===== src/logic/csr_params.svh =====
// Timing counts, reset values and field positions of the core state block
`ifndef CSR_PARAMS_SVH
`define CSR_PARAMS_SVH
// Overview of operation
// - Instruction pointer resets to zero, first fetch from lowest word.
// - Fetch handles one-word instructions and two-word 32-bit instructions.
// - Calls and interrupts save the return location as a word address.
// - Saving a return location lowers the stack pointer by two.
// - Return low byte is written first, at the higher stack address.
// - Subroutine and handler exit restore pointer, raise stack by two.
// - Stack pointer resets to the highest internal data SRAM address.
// - Stack grows downward: push lowers pointer, pop raises it.
// - Single-byte push lowers stack pointer by one, pop raises by one.
// - Low-byte stack write blocks interrupts four instructions or I/O write.
// - Stack pointer is two 8-bit registers reachable in I/O space.
// - Result flags update after every arithmetic or logic operation, unless an I/O write to them lands in the same cycle.
// - Result flags are never saved or restored on interrupt entry, exit.
// - Core runs on the undivided clock, up to one instruction per cycle.
// - Two-operand operation reads, computes and writes back in one cycle.
// - Register file holds 32 working registers of 8 bits each.
// - Port schemes: 8r/8w, two 8r/8w, two 8r/16w, 16r/16w.
// - Working registers live apart from data memory addresses.
// - Indices 0x1a to 0x1f form first, second and third pointer pairs.
// - Data access uses any pair; program load and indirect use third.
// - Lower index of a pair holds the low address byte.
// - Pointer modes: fixed displacement, auto increment, auto decrement.
// - Next instruction is prefetched while the current one executes.
// - Stack pointer high byte sits at the low-byte location plus one.
`define CSR_PC_RESET 16'h0000
`define CSR_SRAM_TOP 16'h3fff
`define CSR_SPL_ADDR 12'h03d
`define CSR_SPH_ADDR 12'h03e
`define CSR_RESULT_FLAGS_REGISTER_ADDR 12'h03f
`define CSR_HOLDOFF_INSNS 3'd4
`define CSR_PTR_FIRST 5'h1a
`define CSR_PTR_SECOND 5'h1c
`define CSR_PTR_THIRD 5'h1e
`endif


===== src/logic/csr_pkg.sv =====
// Types shared by the core state block
package csr_pkg;
  typedef enum logic [3:0] {
    CSR_PM_NONE = 4'b0001,
    CSR_PM_DISP = 4'b0010,
    CSR_PM_INC = 4'b0100,
    CSR_PM_DEC = 4'b1000
  } csr_ptr_mode_e;
  typedef enum logic [4:0] {
    CSR_SK_IDLE = 5'b00001,
    CSR_SK_PUSH_LO = 5'b00010,
    CSR_SK_PUSH_HI = 5'b00100,
    CSR_SK_POP_HI = 5'b01000,
    CSR_SK_POP_LO = 5'b10000
  } csr_stack_e;
endpackage


===== src/logic/csr_rf_if.sv =====
// Register file port bundle between core and register file
`timescale 1ns/1ns
interface csr_rf_if;
  logic [4:0] ra_idx;
  logic [4:0] rb_idx;
  logic [7:0] ra_data;
  logic [7:0] rb_data;
  logic [15:0] ra_word;
  logic [4:0] w_idx;
  logic [15:0] w_data;
  logic w_en;
  logic w_wide;
  logic [1:0] ptr_sel;
  logic [15:0] ptr_value;
  logic ptr_we;
  logic [15:0] ptr_new;
  modport core (output ra_idx, rb_idx, w_idx, w_data, w_en, w_wide,
    ptr_sel, ptr_we, ptr_new, input ra_data, rb_data, ra_word, ptr_value);
  modport file (input ra_idx, rb_idx, w_idx, w_data, w_en, w_wide,
    ptr_sel, ptr_we, ptr_new, output ra_data, rb_data, ra_word, ptr_value);
endinterface


===== src/logic/csr_regfile.sv =====
// Thirty-two 8-bit working registers with byte and word ports
`timescale 1ns/1ns
`include "csr_params.svh"
module csr_regfile
(
  input wire logic clk, // Core clock
  csr_rf_if.file rf // Register ports
);
  import csr_pkg::*;
  logic [7:0] regs [0:31];
  logic [4:0] ra_hi;
  logic [4:0] ptr_lo;
  logic [4:0] w_hi;
  // Word reads take an even index and its odd neighbour
  assign ra_hi = {rf.ra_idx[4:1], 1'b1};
  assign rf.ra_data = regs[rf.ra_idx];
  assign rf.rb_data = regs[rf.rb_idx];
  assign rf.ra_word = {regs[ra_hi], regs[{rf.ra_idx[4:1], 1'b0}]};
  // Pointer pairs: lower index holds the low byte
  assign ptr_lo = (rf.ptr_sel == 2'd0) ? `CSR_PTR_FIRST :
    (rf.ptr_sel == 2'd1) ? `CSR_PTR_SECOND : `CSR_PTR_THIRD;
  assign rf.ptr_value = {regs[ptr_lo | 5'h01], regs[ptr_lo]};
  assign w_hi = {rf.w_idx[4:1], 1'b1};
  // Result write wins over pointer write-back on the same register
  always_ff @(posedge clk)
  begin
    if (rf.ptr_we)
    begin
      regs[ptr_lo] <= rf.ptr_new[7:0];
      regs[ptr_lo | 5'h01] <= rf.ptr_new[15:8];
    end
    if (rf.w_en && rf.w_wide)
    begin
      regs[{rf.w_idx[4:1], 1'b0}] <= rf.w_data[7:0];
      regs[w_hi] <= rf.w_data[15:8];
    end
    else if (rf.w_en)
      regs[rf.w_idx] <= rf.w_data[7:0];
  end
endmodule


===== src/logic/csr_core.sv =====
// Core state: instruction pointer, stack, flags, pointer addressing
`timescale 1ns/1ns
`include "csr_params.svh"
module csr_core
#(
  parameter int PC_W = 16 // Program word address width
)
(
  input wire logic clk, // Core clock, undivided
  input wire logic reset_n, // Synchronous reset, active low
  input wire logic [15:0] fetch_word, // Program word at fetch address
  input wire logic fetch_two_word, // Current word starts a 32-bit insn
  input wire logic insn_step, // An instruction completes this cycle
  input wire logic jump_en, // Load a new word address
  input wire logic [PC_W-1:0] jump_addr, // New word address
  input wire logic indirect_en, // Indirect invoke/branch via third pair
  input wire logic call_en, // Save return location (call or interrupt)
  input wire logic ret_en, // Subroutine or handler exit
  input wire logic push_en, // Single-byte push
  input wire logic pop_en, // Single-byte pop
  input wire logic [7:0] push_data, // Byte to push
  input wire logic [4:0] ra_idx, // First operand index
  input wire logic [4:0] rb_idx, // Second operand index
  input wire logic [4:0] w_idx, // Destination index
  input wire logic [15:0] w_data, // Result to write
  input wire logic w_en, // Write result
  input wire logic w_wide, // Result is 16 bits
  input wire logic alu_en, // ALU operation completes
  input wire logic [7:0] alu_flags, // Flags from that operation
  input wire logic ptr_en, // Pointer-addressed access
  input wire logic [1:0] ptr_sel, // Pair: 0 first, 1 second, 2 third
  input wire csr_pkg::csr_ptr_mode_e ptr_mode, // Addressing mode
  input wire logic [5:0] ptr_disp, // Fixed displacement
  input wire logic prog_load, // Program memory load access
  input wire logic io_we, // I/O write from software
  input wire logic [11:0] io_addr, // I/O address
  input wire logic [7:0] io_wdata, // I/O write data
  input wire logic [7:0] mem_rdata, // Data memory read byte
  output logic [PC_W-1:0] fetch_addr, // Program word to fetch
  output logic [15:0] insn_word, // Prefetched instruction
  output logic [15:0] insn_ext, // Second word of 32-bit insn
  output logic [15:0] ptr_addr, // Effective pointer address
  output logic [15:0] stack_addr, // Stack memory address
  output logic [7:0] stack_wdata, // Stack write byte
  output logic stack_we, // Stack write strobe
  output logic [7:0] ra_out, // First operand byte
  output logic [7:0] rb_out, // Second operand byte
  output logic [15:0] ra_word_out, // 16-bit operand
  output logic [7:0] io_rdata, // I/O read data
  output logic irq_block, // Interrupt acceptance held off
  output logic [7:0] result_flags_register // Status flags
);
  import csr_pkg::*;
  csr_rf_if rf();
  csr_regfile u_rf (.clk(clk), .rf(rf));
  logic [PC_W-1:0] instruction_pointer;
  logic [15:0] stack_top_pointer;
  csr_stack_e stk;
  logic [PC_W-1:0] ret_addr;
  logic [7:0] ret_hi;
  logic [2:0] holdoff;
  logic ext_pending;
  logic [15:0] ptr_inc;
  logic [15:0] ptr_dec;
  logic [15:0] next_ptr_addr;
  logic [PC_W-1:0] next_pc;
  logic [15:0] ret_word;
  logic spl_write;
  logic [15:0] next_sp;
  logic [7:0] next_io_rdata;

  function automatic logic [15:0] add16(input logic [15:0] a,
    input logic [15:0] b);
    add16 = a + b;
  endfunction

  // Register file hookup; indirect and program loads use the third pair
  assign rf.ra_idx = ra_idx;
  assign rf.rb_idx = rb_idx;
  assign rf.w_idx = w_idx;
  assign rf.w_data = w_data;
  assign rf.w_en = w_en;
  assign rf.w_wide = w_wide;
  assign rf.ptr_sel = (prog_load || indirect_en) ? 2'd2 : ptr_sel;
  assign ptr_inc = add16(rf.ptr_value, 16'h0001);
  assign ptr_dec = add16(rf.ptr_value, 16'hffff);
  assign rf.ptr_we = ptr_en && (ptr_mode == CSR_PM_INC ||
    ptr_mode == CSR_PM_DEC);
  assign rf.ptr_new = (ptr_mode == CSR_PM_INC) ? ptr_inc : ptr_dec;
  // Decrement mode accesses the lowered address; increment the old one
  assign next_ptr_addr = (ptr_mode == CSR_PM_DISP) ?
    add16(rf.ptr_value, {10'h000, ptr_disp}) :
    (ptr_mode == CSR_PM_DEC) ? ptr_dec : rf.ptr_value;

  // Next instruction pointer: 32-bit insns skip their extension word
  // High byte was taken first; the low byte arrives now from the higher slot
  assign ret_word = {ret_hi, mem_rdata};
  assign next_pc = indirect_en ? rf.ptr_value[PC_W-1:0] :
    jump_en ? jump_addr :
    (stk == CSR_SK_POP_LO) ? ret_word[PC_W-1:0] :
    fetch_two_word ? instruction_pointer + PC_W'(2) :
    instruction_pointer + PC_W'(1);

  assign spl_write = io_we && io_addr == `CSR_SPL_ADDR;
  // Stack pointer: software write, then push/pop/call/return stepping
  always_comb
  begin
    next_sp = stack_top_pointer;
    if (io_we && io_addr == `CSR_SPL_ADDR)
      next_sp = {stack_top_pointer[15:8], io_wdata};
    else if (io_we && io_addr == `CSR_SPH_ADDR)
      next_sp = {io_wdata, stack_top_pointer[7:0]};
    else if (push_en || stk == CSR_SK_PUSH_LO || stk == CSR_SK_PUSH_HI)
      next_sp = add16(stack_top_pointer, 16'hffff);
    else if (pop_en || stk == CSR_SK_POP_HI || stk == CSR_SK_POP_LO)
      next_sp = add16(stack_top_pointer, 16'h0001);
  end

  assign next_io_rdata = (io_addr == `CSR_SPL_ADDR) ? stack_top_pointer[7:0] :
    (io_addr == `CSR_SPH_ADDR) ? stack_top_pointer[15:8] :
    (io_addr == `CSR_RESULT_FLAGS_REGISTER_ADDR) ? result_flags_register : 8'h00;

  // Instruction pointer and prefetch; one instruction per clock
  always_ff @(posedge clk)
  begin
    if (!reset_n)
    begin
      instruction_pointer <= PC_W'(`CSR_PC_RESET);
      fetch_addr <= PC_W'(`CSR_PC_RESET);
      insn_word <= 16'h0000;
      insn_ext <= 16'h0000;
      ext_pending <= 1'b0;
    end
    else if (insn_step || stk == CSR_SK_POP_LO)
    begin
      instruction_pointer <= next_pc;
      fetch_addr <= next_pc;
      insn_word <= fetch_word;
      ext_pending <= fetch_two_word;
    end
    else if (ext_pending)
    begin
      insn_ext <= fetch_word;
      ext_pending <= 1'b0;
    end
  end

  // Return-location save/restore sequencer
  always_ff @(posedge clk)
  begin
    if (!reset_n)
    begin
      stk <= CSR_SK_IDLE;
      ret_addr <= '0;
      ret_hi <= 8'h00;
    end
    else
    begin
      case (stk)
        CSR_SK_IDLE:
        begin
          if (call_en)
          begin
            ret_addr <= instruction_pointer + PC_W'(1);
            stk <= CSR_SK_PUSH_LO;
          end
          else if (ret_en)
            stk <= CSR_SK_POP_HI;
        end
        CSR_SK_PUSH_LO: stk <= CSR_SK_PUSH_HI;
        CSR_SK_PUSH_HI: stk <= CSR_SK_IDLE;
        CSR_SK_POP_HI:
        begin
          ret_hi <= mem_rdata;
          stk <= CSR_SK_POP_LO;
        end
        CSR_SK_POP_LO: stk <= CSR_SK_IDLE;
        default: stk <= CSR_SK_IDLE;
      endcase
    end
  end

  // Stack memory strobes; low byte goes first at the higher address
  always_ff @(posedge clk)
  begin
    if (!reset_n)
    begin
      stack_top_pointer <= `CSR_SRAM_TOP;
      stack_addr <= 16'h0000;
      stack_wdata <= 8'h00;
      stack_we <= 1'b0;
    end
    else
    begin
      stack_top_pointer <= next_sp;
      // The pointer only moves up as this address launches, so look two ahead
      stack_addr <= (stk == CSR_SK_POP_HI) ?
        add16(stack_top_pointer, 16'h0002) :
        (stk == CSR_SK_POP_LO || (stk == CSR_SK_IDLE && (pop_en || ret_en))) ?
        add16(stack_top_pointer, 16'h0001) : stack_top_pointer;
      stack_we <= push_en || stk == CSR_SK_PUSH_LO || stk == CSR_SK_PUSH_HI;
      stack_wdata <= (stk == CSR_SK_PUSH_LO) ? 8'(ret_addr) :
        (stk == CSR_SK_PUSH_HI) ? 8'(ret_addr >> 8) : push_data;
    end
  end

  // Hold-off after low-byte write; next I/O write ends it early
  always_ff @(posedge clk)
  begin
    if (!reset_n)
      holdoff <= 3'd0;
    else if (spl_write)
      holdoff <= `CSR_HOLDOFF_INSNS;
    else if (io_we)
      holdoff <= 3'd0;
    else if (insn_step && holdoff != 3'd0)
      holdoff <= holdoff - 3'd1;
  end

  // Flags follow each ALU result or an I/O write, which wins; interrupt entry leaves them alone
  always_ff @(posedge clk)
  begin
    if (!reset_n)
      result_flags_register <= 8'h00;
    else if (io_we && io_addr == `CSR_RESULT_FLAGS_REGISTER_ADDR)
      result_flags_register <= io_wdata;
    else if (alu_en)
      result_flags_register <= alu_flags;
  end

  // Registered outputs for operands, pointer address and I/O reads
  always_ff @(posedge clk)
  begin
    if (!reset_n)
    begin
      ra_out <= 8'h00;
      rb_out <= 8'h00;
      ra_word_out <= 16'h0000;
      ptr_addr <= 16'h0000;
      io_rdata <= 8'h00;
      irq_block <= 1'b0;
    end
    else
    begin
      ra_out <= rf.ra_data;
      rb_out <= rf.rb_data;
      ra_word_out <= rf.ra_word;
      ptr_addr <= next_ptr_addr;
      io_rdata <= next_io_rdata;
      // Any other I/O write ends the hold-off in the same cycle
      irq_block <= spl_write || (!io_we && ((holdoff > 3'd1) ||
        (holdoff == 3'd1 && !insn_step)));
    end
  end
endmodule


===== config.mk =====
export PLATFORM = sky130hd
export DESIGN_NAME = csr_core
export DESIGN_NICKNAME = d
export VERILOG_FILES = /design/src/logic/csr_pkg.sv /design/src/logic/csr_rf_if.sv /design/src/logic/csr_regfile.sv /design/src/logic/csr_core.sv
export VERILOG_INCLUDE_DIRS = /design/src /design/src/logic
export SDC_FILE = /design/constraint.sdc
export NUM_CORES = 1
export LEC_CHECK = 0
export BUFFER_PORTS_ARGS = -buffer_cell sky130_fd_sc_hd__buf_2
export CAP_MARGIN = 0
export CORE_MARGIN = 1.5
export CORE_UTILIZATION = 60
export DETAILED_ROUTE_END_ITERATION = 10
export PLACE_DENSITY = 0.85
export SYNTH_ARGS = -nofsm -noshare
export SYNTH_HDL_FRONTEND = slang
export SYNTH_HIERARCHICAL = 1
export SYNTH_SLANG_ARGS = --single-unit

===== constraint.sdc =====
create_clock -name clk -period 5.81 [get_ports clk]
set_clock_uncertainty 0.1 [all_clocks]
set_input_delay 1.162 -clock clk [delete_from_list [all_inputs] [get_ports clk]]
set_output_delay 1.162 -clock clk [all_outputs]
set_load 0.05 [all_outputs]

# Word-level counts from Yosys, hierarchy flattened
# Memory sizes are Yosys's and may differ from the RTL's. A register that Yosys moved wholly into a read port is not among the register bits.
# Cells that the tools add are included.
# totals
ff_bits	155
ram_bits	256
input_bits	135
out_inout_bits	138
wordCells	125
n_memories	1
# classes
addsub	9
order_cmp	1
eq_ne	15
muxes	39
bitwise_logic	3
n_reduce_logical	39
# mem_list
name	depth	width	rd	rd_clocked_by_memory_dff	write_ports	line	source
u_rf.regs	32	8	6	4	4	csr_regfile.sv:10	logic [7:0] regs [0:31];
# op_table
cell	n
two-way mux 16 bit	12
two-way mux 8 bit	9
adder 16 x 1 -> 16 bit, second input constant	3
equality test 12 x 6 -> 1 bit, second input constant	3
adder 16 bit, second input constant	2
adder 16 x 2 -> 16 bit, second input constant	2
two-way mux 5 bit	4
adder 16 x 6 -> 16 bit	1
one-hot mux 5 bit (3 select lines)	1
nonzero test 3 bit	4
logical OR 1 bit	11
AND reduction 2 bit	5
logical AND 1 bit	9
two-way mux 3 bit	3
two-way mux 1 bit	8
OR reduction 8 bit	1
logical NOT 1 bit	6
equality test 5 x 1 -> 1 bit, second input constant	1
equality test 5 x 2 -> 1 bit, second input constant	1
equality test 5 x 3 -> 1 bit, second input constant	1
equality test 5 x 4 -> 1 bit, second input constant	1
equality test 5 bit, second input constant	1
equality test 4 x 2 -> 1 bit, second input constant	1
equality test 4 x 3 -> 1 bit, second input constant	1
12 further kinds	15

# Depth between registers and ports, before layout
# Gate-level depths: netlist of run 1.
# An unclocked memory read counts as a cell.
# depth
word_depth	9
mapped_depth	18

# Cells and area by module
# Netlist of run 1, hierarchy kept.
# by_module_without_submodules
mod	instances	cells_per_inst	area_per_inst_um2	seq_area_each_um2
csr_regfile	1	1166	16104.2	7687.4
csr_core	1	1184	9584.2	3743.6

# Worst setup path before layout of run 1
# No wires, ideal clock.
# synth_path
kind	input port to flip-flop
startpoint	in indirect_en
endpoint	mem u_rf.regs[29][6] (data pin)
setup_ps	270
arrival_time_ps	4892
setup_slack_ps	548
stages	18
path_buffers	5
path_cell_list	clkbuf_1 clkbuf_1 nor3b_1 clkbuf_1 buf_1 mux2i_1 o21ai_0 clkbuf_1 inv_1 ha_1 inv_1 nor3_1 nand2_1 or3_1 o32ai_1 xor2_1 mux2i_1 a21oi_1
# synth_rtl
item	line	source
start: declaration	csr_core.sv:16	input wire logic indirect_en,
end: declaration	csr_regfile.sv:10	

==> results of run 1 <==
final cells by class:
class                           count  area [um^2]  share of cell area, %
Antenna cell                        6        15.01                0.05235
Tap cell                          539        674.4                  2.351
Multi-Input combinational cell   1684        13340                  46.52
Clock inverter                     21        161.4                 0.5628
Inverter                           25        96.34                 0.3359
Timing Repair Buffer              303         1628                  5.676
Sequential cell                   443        11430                  39.86
Clock buffer                       66         1334                  4.650
worst register-to-register path, cell delays in order (launching register included):
cell and delay [ns]:
edfxtp_1 0.48, mux2i_1 0.21, o21ai_0 0.10, buf_4 0.19
inv_1 0.09, ha_1 0.19, inv_1 0.07, nor3_1 0.31
nand2_1 0.15, or3_1 0.40, o32ai_1 0.34, xor2_1 0.41
mux2i_1 0.14, a21oi_1 0.20
synthesized netlist by cell type, types with 5 or more instances:
cell type	count	area share [%]
a222oi_1	10	0.39
and3_1	14	0.34
nand3b_1	12	0.35
a21o_1	6	0.18
a221oi_1	8	0.27
or3_1	11	0.27
mux2i_1	214	8.3
a31oi_1	13	0.32
dfxtp_1	187	15
and2_1	40	0.97
o31ai_1	5	0.15
or2_2	7	0.17
nor3_1	35	0.68
a21oi_1	132	2.6
nor3b_1	6	0.18
buf_4	6	0.18
ha_1	18	0.88
edfxtp_1	256	30
nor4_1	9	0.22
nand4_1	34	0.83
xnor2_1	38	1.3
nor2_1	234	3.4
o21a_1	8	0.23
xor2_1	27	0.92
nand2b_1	17	0.41
o22ai_1	15	0.37
inv_1	23	0.34
nand3_1	48	0.94
o21ai_0	69	1.3
nand2_1	197	2.9
nor2b_1	8	0.19
mux4_2	114	10
clkbuf_1	136	2.0
a211oi_1	49	1.4
a22oi_1	37	1.1
buf_1	13	0.19
o211ai_1	15	0.44
buf_2	40	0.78
mux2_2	157	6.9
power groups by stage:
stage | clock network (mW) | logic (mW) | registers (mW)
2_1_floorplan | 0 | 0.834 | 3.86
3_3_place_gp | 0 | 1.45 | 3.65
3_5_place_dp | 0 | 1.48 | 3.66
4_1_cts | 2.98 | 1.49 | 3.59
5_1_grt | 3.11 | 1.61 | 3.61
6_report | 2.98 | 1.53 | 3.60
state kept, by name, indices dropped and copies added, names as in the netlist, 16 cells and up:
register / count
insn_word: 16
stack_top_pointer: 16
ra_word_out: 16
stack_addr: 16
ret_addr: 16
u_rf/regs: 256
ptr_addr: 16
insn_ext: 16
instruction_pointer: 16
layer usage:
layer | vias up | share of wire, %
met5 | - | 0.047
met4 | 6 | 4.8
met3 | 299 | 14
met2 | 1737 | 45
met1 | 10400 | 37
li1 | 9175 | -
worst max path at each step:
stage                      startpoint               end  slack, ns  cells past startpoint
after CTS                 indirect_en  u_rf/regs[29][4]       1.62                     16
after detailed placement  indirect_en  u_rf/regs[31][6]       1.01                     16
after floorplan           indirect_en  u_rf/regs[29][6]       0.55                     18
final                     indirect_en  u_rf/regs[31][6]       1.50                     16
after global routing      indirect_en  u_rf/regs[31][6]       1.25                     16
after global placement    indirect_en  u_rf/regs[25][6]       1.21                     16
logic make-up after synthesis:
family / count (synthesis)
multiplexers: 485
AND/OR/NAND/NOR: 705
flip-flops: 443
AO/OA/AOI/OAI: 410
buffers and inverters: 223
adder cells (fa/ha/maj): 19
XOR/XNOR: 65
==> results.py, run 1 <==
metrics = {
    "synth": {
        "synth.area.mux_share_pct": 25.22,
        "synthAdderAreaFrac_pct": 0.9547,
        "synth_async_sr_flop_share_pct": 0,
        "syn_nets": 2504,
        "synth_warnings": 6,
        "ys_seq_elements": 443,
        "synth_simple_gate_area_share_pct": 13.15,
        "synth_edf_count": 256,
        "synth_top_flop_cell": "edfxtp_1",
        "synth.distinct_cells": 85,
        "synth_compound_area_share_pct": 10.34,
        "netlist_area_um2": 25690,
        "avgSynthCellArea_um2": 10.93,
        "syn_inst": 2350,
        "synth_top_family_by_area": "multiplexers",
        "ys_seq_area_share_pct": 44.50,
        "synthXorXnorAreaFrac_pct": 2.216,
    },
    "global_routing": {
        "antenna_found_initial": 8,
        "grt_use_met3_pct": 10.62,
        "gr-usage-all-layers_pct": 37.25,
        "grt_pass1_wl_um": 124700,
        "grt_start_max_net_pins": 83,
        "met1_usage_pct": 49.97,
        "grt_pass1_vias": 20370,
        "grt-ovfl-total": 0,
        "use_met2_pct": 56.80,
        "busiest_layer": "met2",
    },
    "min_path": {
        "hold_path.class": "reg -> reg",
        "hold_path_end": "insn_word[2]",
        "worst_hold_startpoint": "insn_word[2]",
        "holdPathStages": 2,
    },
    "setup_path": {
        "cpPeakStageDelay_ns": 0.41,
        "r2r_slack_ns": 2.29,
        "cpLargestDelayFamily": "simple AND/OR/NAND/NOR gates",
        "r2r_cells": 13,
        "path_cells": "buf_2, nor3b_2, buf_4, mux2i_1, o21ai_0, buf_4, inv_1, ha_1, inv_1, nor3_1, nand2_1, or3_1, o32ai_1, xor2_1, mux2i_1, a21oi_1",
        "cp_slowest_cell": "xor2_1",
        "worstSetupEndpointType": "register",
        "crit_path_max_fanout": 18,
        "worstPathRequired_ns": 6.15,
        "r2r_start": "u_rf/regs[28][1]",
        "cp.buffers_inverters": 5,
        "critical_path_class": "in -> reg",
        "cp.arrival_ns": 4.66,
        "start_kind": "input port",
        "r2r_end": "u_rf/regs[31][6]",
    },
    "routing": {
        "via_per_inst": 7.004,
        "ant_nets": 0,
        "routed_wl_um": 83370,
        "vias": 21620,
        "drt_iter0_markers": 3292,
        "firstDrtPassIters": 6,
        "wl_per_cell_um": 27.01,
        "drc": 0,
    },
    "finish": {
        "layout_commonest_cell": "buf_2",
        "fill_cells": 3057,
        "final_area_um2": 28680,
        "layout_common_cells": "buf_2, edfxtp_1, nor2_1",
        "area_growth_pct": 11.65,
        "fin_nets": 2658,
        "finish.utilization_pct": 68.07,
        "drive_gt1_share_pct": 26.83,
        "layout.cells.non_filler": 3087,
    },
    "sta": {
        "max_slew_margin_pct": 15.30,
        "setup-tns-final_ns": 0,
        "drv_slew": 0,
        "finalSetupViolCount": 0,
        "hold_viol": 0,
        "fin_crit_ns": 4.311,
        "layout_setup_ws_ns": 1.499,
        "whs_ns": 0.3470,
        "rsz0062_at_grt": "false",
        "max_freq_mhz": 232.0,
        "fin_crit_sh_pct": 74.20,
        "tightest_slew_ns": 1.266,
    },
    "die": {
        "die_height_um": 209.9,
        "die_w_um": 209.9,
        "core_area_um2": 42130,
        "start_util_pct": 60.97,
        "core.rowCount": 75,
        "dieArea_um2": 44060,
        "io_pins": 273,
    },
    "clocking": {
        "path_clk_slew_ns": 0.07,
        "cts_hold_buf": 0,
        "cts_tree": "done",
        "clockBufferDepth": 3,
        "cts_setup_buffers": 0,
        "clk_latency_ns": 0.61,
        "cts_inserted_buffers": 47,
        "clkSinkCount": 443,
        "ctsHtreeMaxLevel": 2,
        "cts_root_buffer": "clkbuf_16",
        "cts_resized": 0,
    },
    "placement": {
        "placed_cells": 2994,
        "portBuffers": 272,
        "place.gp.congestion": 1.028,
        "dpl_worst_slack_ns": 1.014,
        "hpwl_um": 58630,
        "dpl-instance-area_um2": 27170,
    },
    "power": {
        "switchingPower_mw": 2.424,
        "total_power_mw": 8.107,
        "combPwrFrac_pct": 18.8,
        "power.leakage_nw": 10.78,
        "clkPwrFrac_pct": 36.8,
        "sequentialPowerShare_pct": 44.4,
        "p_int_mw": 5.683,
        "ir_drop_mv": 0.2383,
        "p_per_area_nw_per_um2": 282.7,
        "switching_share_pct": 29.90,
    },
    "flow_run": {
        "maxCapViolCount": 0,
    },
    "run_status": {
        "outcome": "finished clean",
    },
}
Note: power is estimated with default switching activity, not from simulation.
==> run 2: changes to the inputs <==
Clock period 5.81 ns to 4 ns, I/O delays scaled along.
==> run 2 against run 1 <==
Largest power group unchanged; flip-flop and latch count unchanged; highest routed layer is now met4; design area increased by 1.8%; sequential share of layout area fell by 0.70 points; register-to-register slack lost 1.4 ns.
==> results.py, run 2 (synthesis results as in run 1) <==
metrics = {
    "clocking": {
        "clockBufferDepth": 3,
        "clkSinkCount": 443,
        "cts_hold_buf": 0,
        "clk_latency_ns": 0.60,
        "cts_resized": 0,
        "cts_inserted_buffers": 46,
        "cts_setup_buffers": 0,
        "ctsHtreeMaxLevel": 2,
        "cts_tree": "done",
        "path_clk_slew_ns": 0.06,
        "cts_root_buffer": "clkbuf_16",
    },
    "power": {
        "switchingPower_mw": 3.523,
        "p_per_area_nw_per_um2": 411.1,
        "switching_share_pct": 29.36,
        "combPwrFrac_pct": 18.8,
        "p_int_mw": 8.477,
        "sequentialPowerShare_pct": 43.6,
        "clkPwrFrac_pct": 37.7,
        "power.leakage_nw": 11.07,
        "ir_drop_mv": 0.4009,
    },
    "routing": {
        "wl_per_cell_um": 26.84,
        "routed_wl_um": 83850,
        "firstDrtPassIters": 7,
        "via_per_inst": 6.964,
        "vias": 21760,
        "drc": 0,
        "ant_nets": 0,
        "drt_iter0_markers": 3366,
    },
    "finish": {
        "area_growth_pct": 13.64,
        "largest_register_ffs": 256,
        "multi_input_area_um2": 13380,
        "seq_area_um2": 11430,
        "layout_commonest_cell": "buf_2",
        "layout.cells.non_filler": 3124,
        "drive_gt1_share_pct": 28.62,
        "fin_nets": 2697,
        "layout_common_cells": "buf_2, edfxtp_1, nor2_1",
        "top_register": "u_rf/regs",
        "fill_cells": 2962,
    },
    "setup_path": {
        "cpPeakStageDelay_ns": 0.36,
        "path_cells": "buf_2, nor3b_2, buf_12, mux2i_1, o21ai_0, buf_4, and3_1, nand4_1, or2_2, nor2_1, xnor2_1, mux2i_1, mux2i_1, a21oi_1",
        "critical_path_class": "in -> reg",
        "cp.arrival_ns": 3.87,
        "cpMostUsedCell": "mux2i_1",
        "worstSetupEndpointType": "register",
        "start_kind": "input port",
        "crit_path_max_fanout": 18,
        "worstPathRequired_ns": 4.31,
        "cp_slowest_cell": "or2_2",
    },
    "die": {
        "core.rowCount": 75,
        "dieArea_um2": 44060,
        "die_height_um": 209.9,
        "core_area_um2": 42130,
        "die_w_um": 209.9,
        "io_pins": 273,
        "start_util_pct": 60.97,
    },
    "global_routing": {
        "grt_start_max_net_pins": 81,
        "grt_pass1_vias": 20780,
        "antenna_found_initial": 8,
        "gr-usage-all-layers_pct": 37.57,
        "grt-ovfl-total": 0,
        "grt_pass1_wl_um": 126300,
    },
    "placement": {
        "portBuffers": 272,
        "place.gp.congestion": 1.061,
        "hpwl_um": 59040,
        "placed_cells": 3034,
    },
    "sta": {
        "max_freq_mhz": 281.1,
        "rsz0062_at_grt": "false",
        "setup-tns-final_ns": 0,
        "fin_crit_ns": 3.557,
        "drv_slew": 0,
        "hold_viol": 0,
        "tightest_slew_ns": 1.274,
        "whs_ns": 0.3170,
        "max_slew_margin_pct": 14.15,
        "finalSetupViolCount": 0,
        "fin_crit_sh_pct": 88.92,
    },
    "min_path": {
        "hold_path.class": "in -> reg",
    },
    "flow_run": {
        "maxCapViolCount": 0,
    },
    "run_status": {
        "outcome": "finished clean",
    },
}
## run 2: final timing paths
check | cells after the start | endpoint | start | slack, ns
worst max-delay path | 14 | u_rf/regs[29][7] | indirect_en | 0.44
worst min register to register | 2 | insn_word[2] | insn_word[2] | 0.35
worst min-delay path | 2 | stk[3] | call_en | 0.32
worst max register to register | 13 | u_rf/regs[27][4] | u_rf/regs[28][0] | 0.87
## run 2: power by group through the flow
| stage | sequential, mW | clock, mW | combinational, mW |
|---|---|---|---|
| 3_3_place_gp | 5.30 | 0 | 2.13 |
| 4_1_cts | 5.22 | 4.55 | 2.20 |
| 2_1_floorplan | 5.61 | 0 | 1.22 |
| 6_report | 5.23 | 4.52 | 2.25 |
| 5_1_grt | 5.24 | 4.73 | 2.36 |
| 3_5_place_dp | 5.31 | 0 | 2.17 |
## run 2: layer usage
metal	part of all wire (%)	vias to the layer above	track usage (%)	wire (um)
met3	14	334	9.098	12080
met2	45	1797	57.20	37480
met5	0	-	0	0
met4	5.4	0	17.66	4530
met1	35	10380	50.95	29760
li1	-	9243	-	-
## run 2: per-stage QoR
| stage | setup WS, ns | area, um^2 | utilization, % | power, mW |
|---|---|---|---|---|
| after global routing | 0.3032 | 29190 | 69.28 | 12.33 |
| after detailed placement | -0.04834 | 27570 | 65.43 | 7.486 |
| after floorplan | 0.008423 | 25780 | - | 6.824 |
| final | 0.4431 | 29190 | 69.28 | 12.00 |
| after global placement | 0.09717 | 27570 | 65.43 | 7.429 |
| after CTS | 0.5417 | 29180 | 69.25 | 11.96 |
## run 2: area by class of cell
| type | instances | area share [%] |
|---|---|---|
| clock inverters | 17 | 0.5401 |
| multi-input cells | 1684 | 45.83 |
| well taps | 539 | 2.310 |
| diodes | 6 | 0.05143 |
| inverters | 25 | 0.3257 |
| repair buffers | 343 | 6.819 |
| clock buffers | 67 | 4.963 |
| flip-flops and latches | 443 | 39.16 |
## run 2: critical path, delay by kind of cell
kind,cells,cell delay (ns)
buffers and inverters,3,0.62
AOI/OAI and AO/OA,2,0.50
muxes,3,0.59
xor gates and xnor gates,1,0.10
and+or+nand+nor,5,1.24
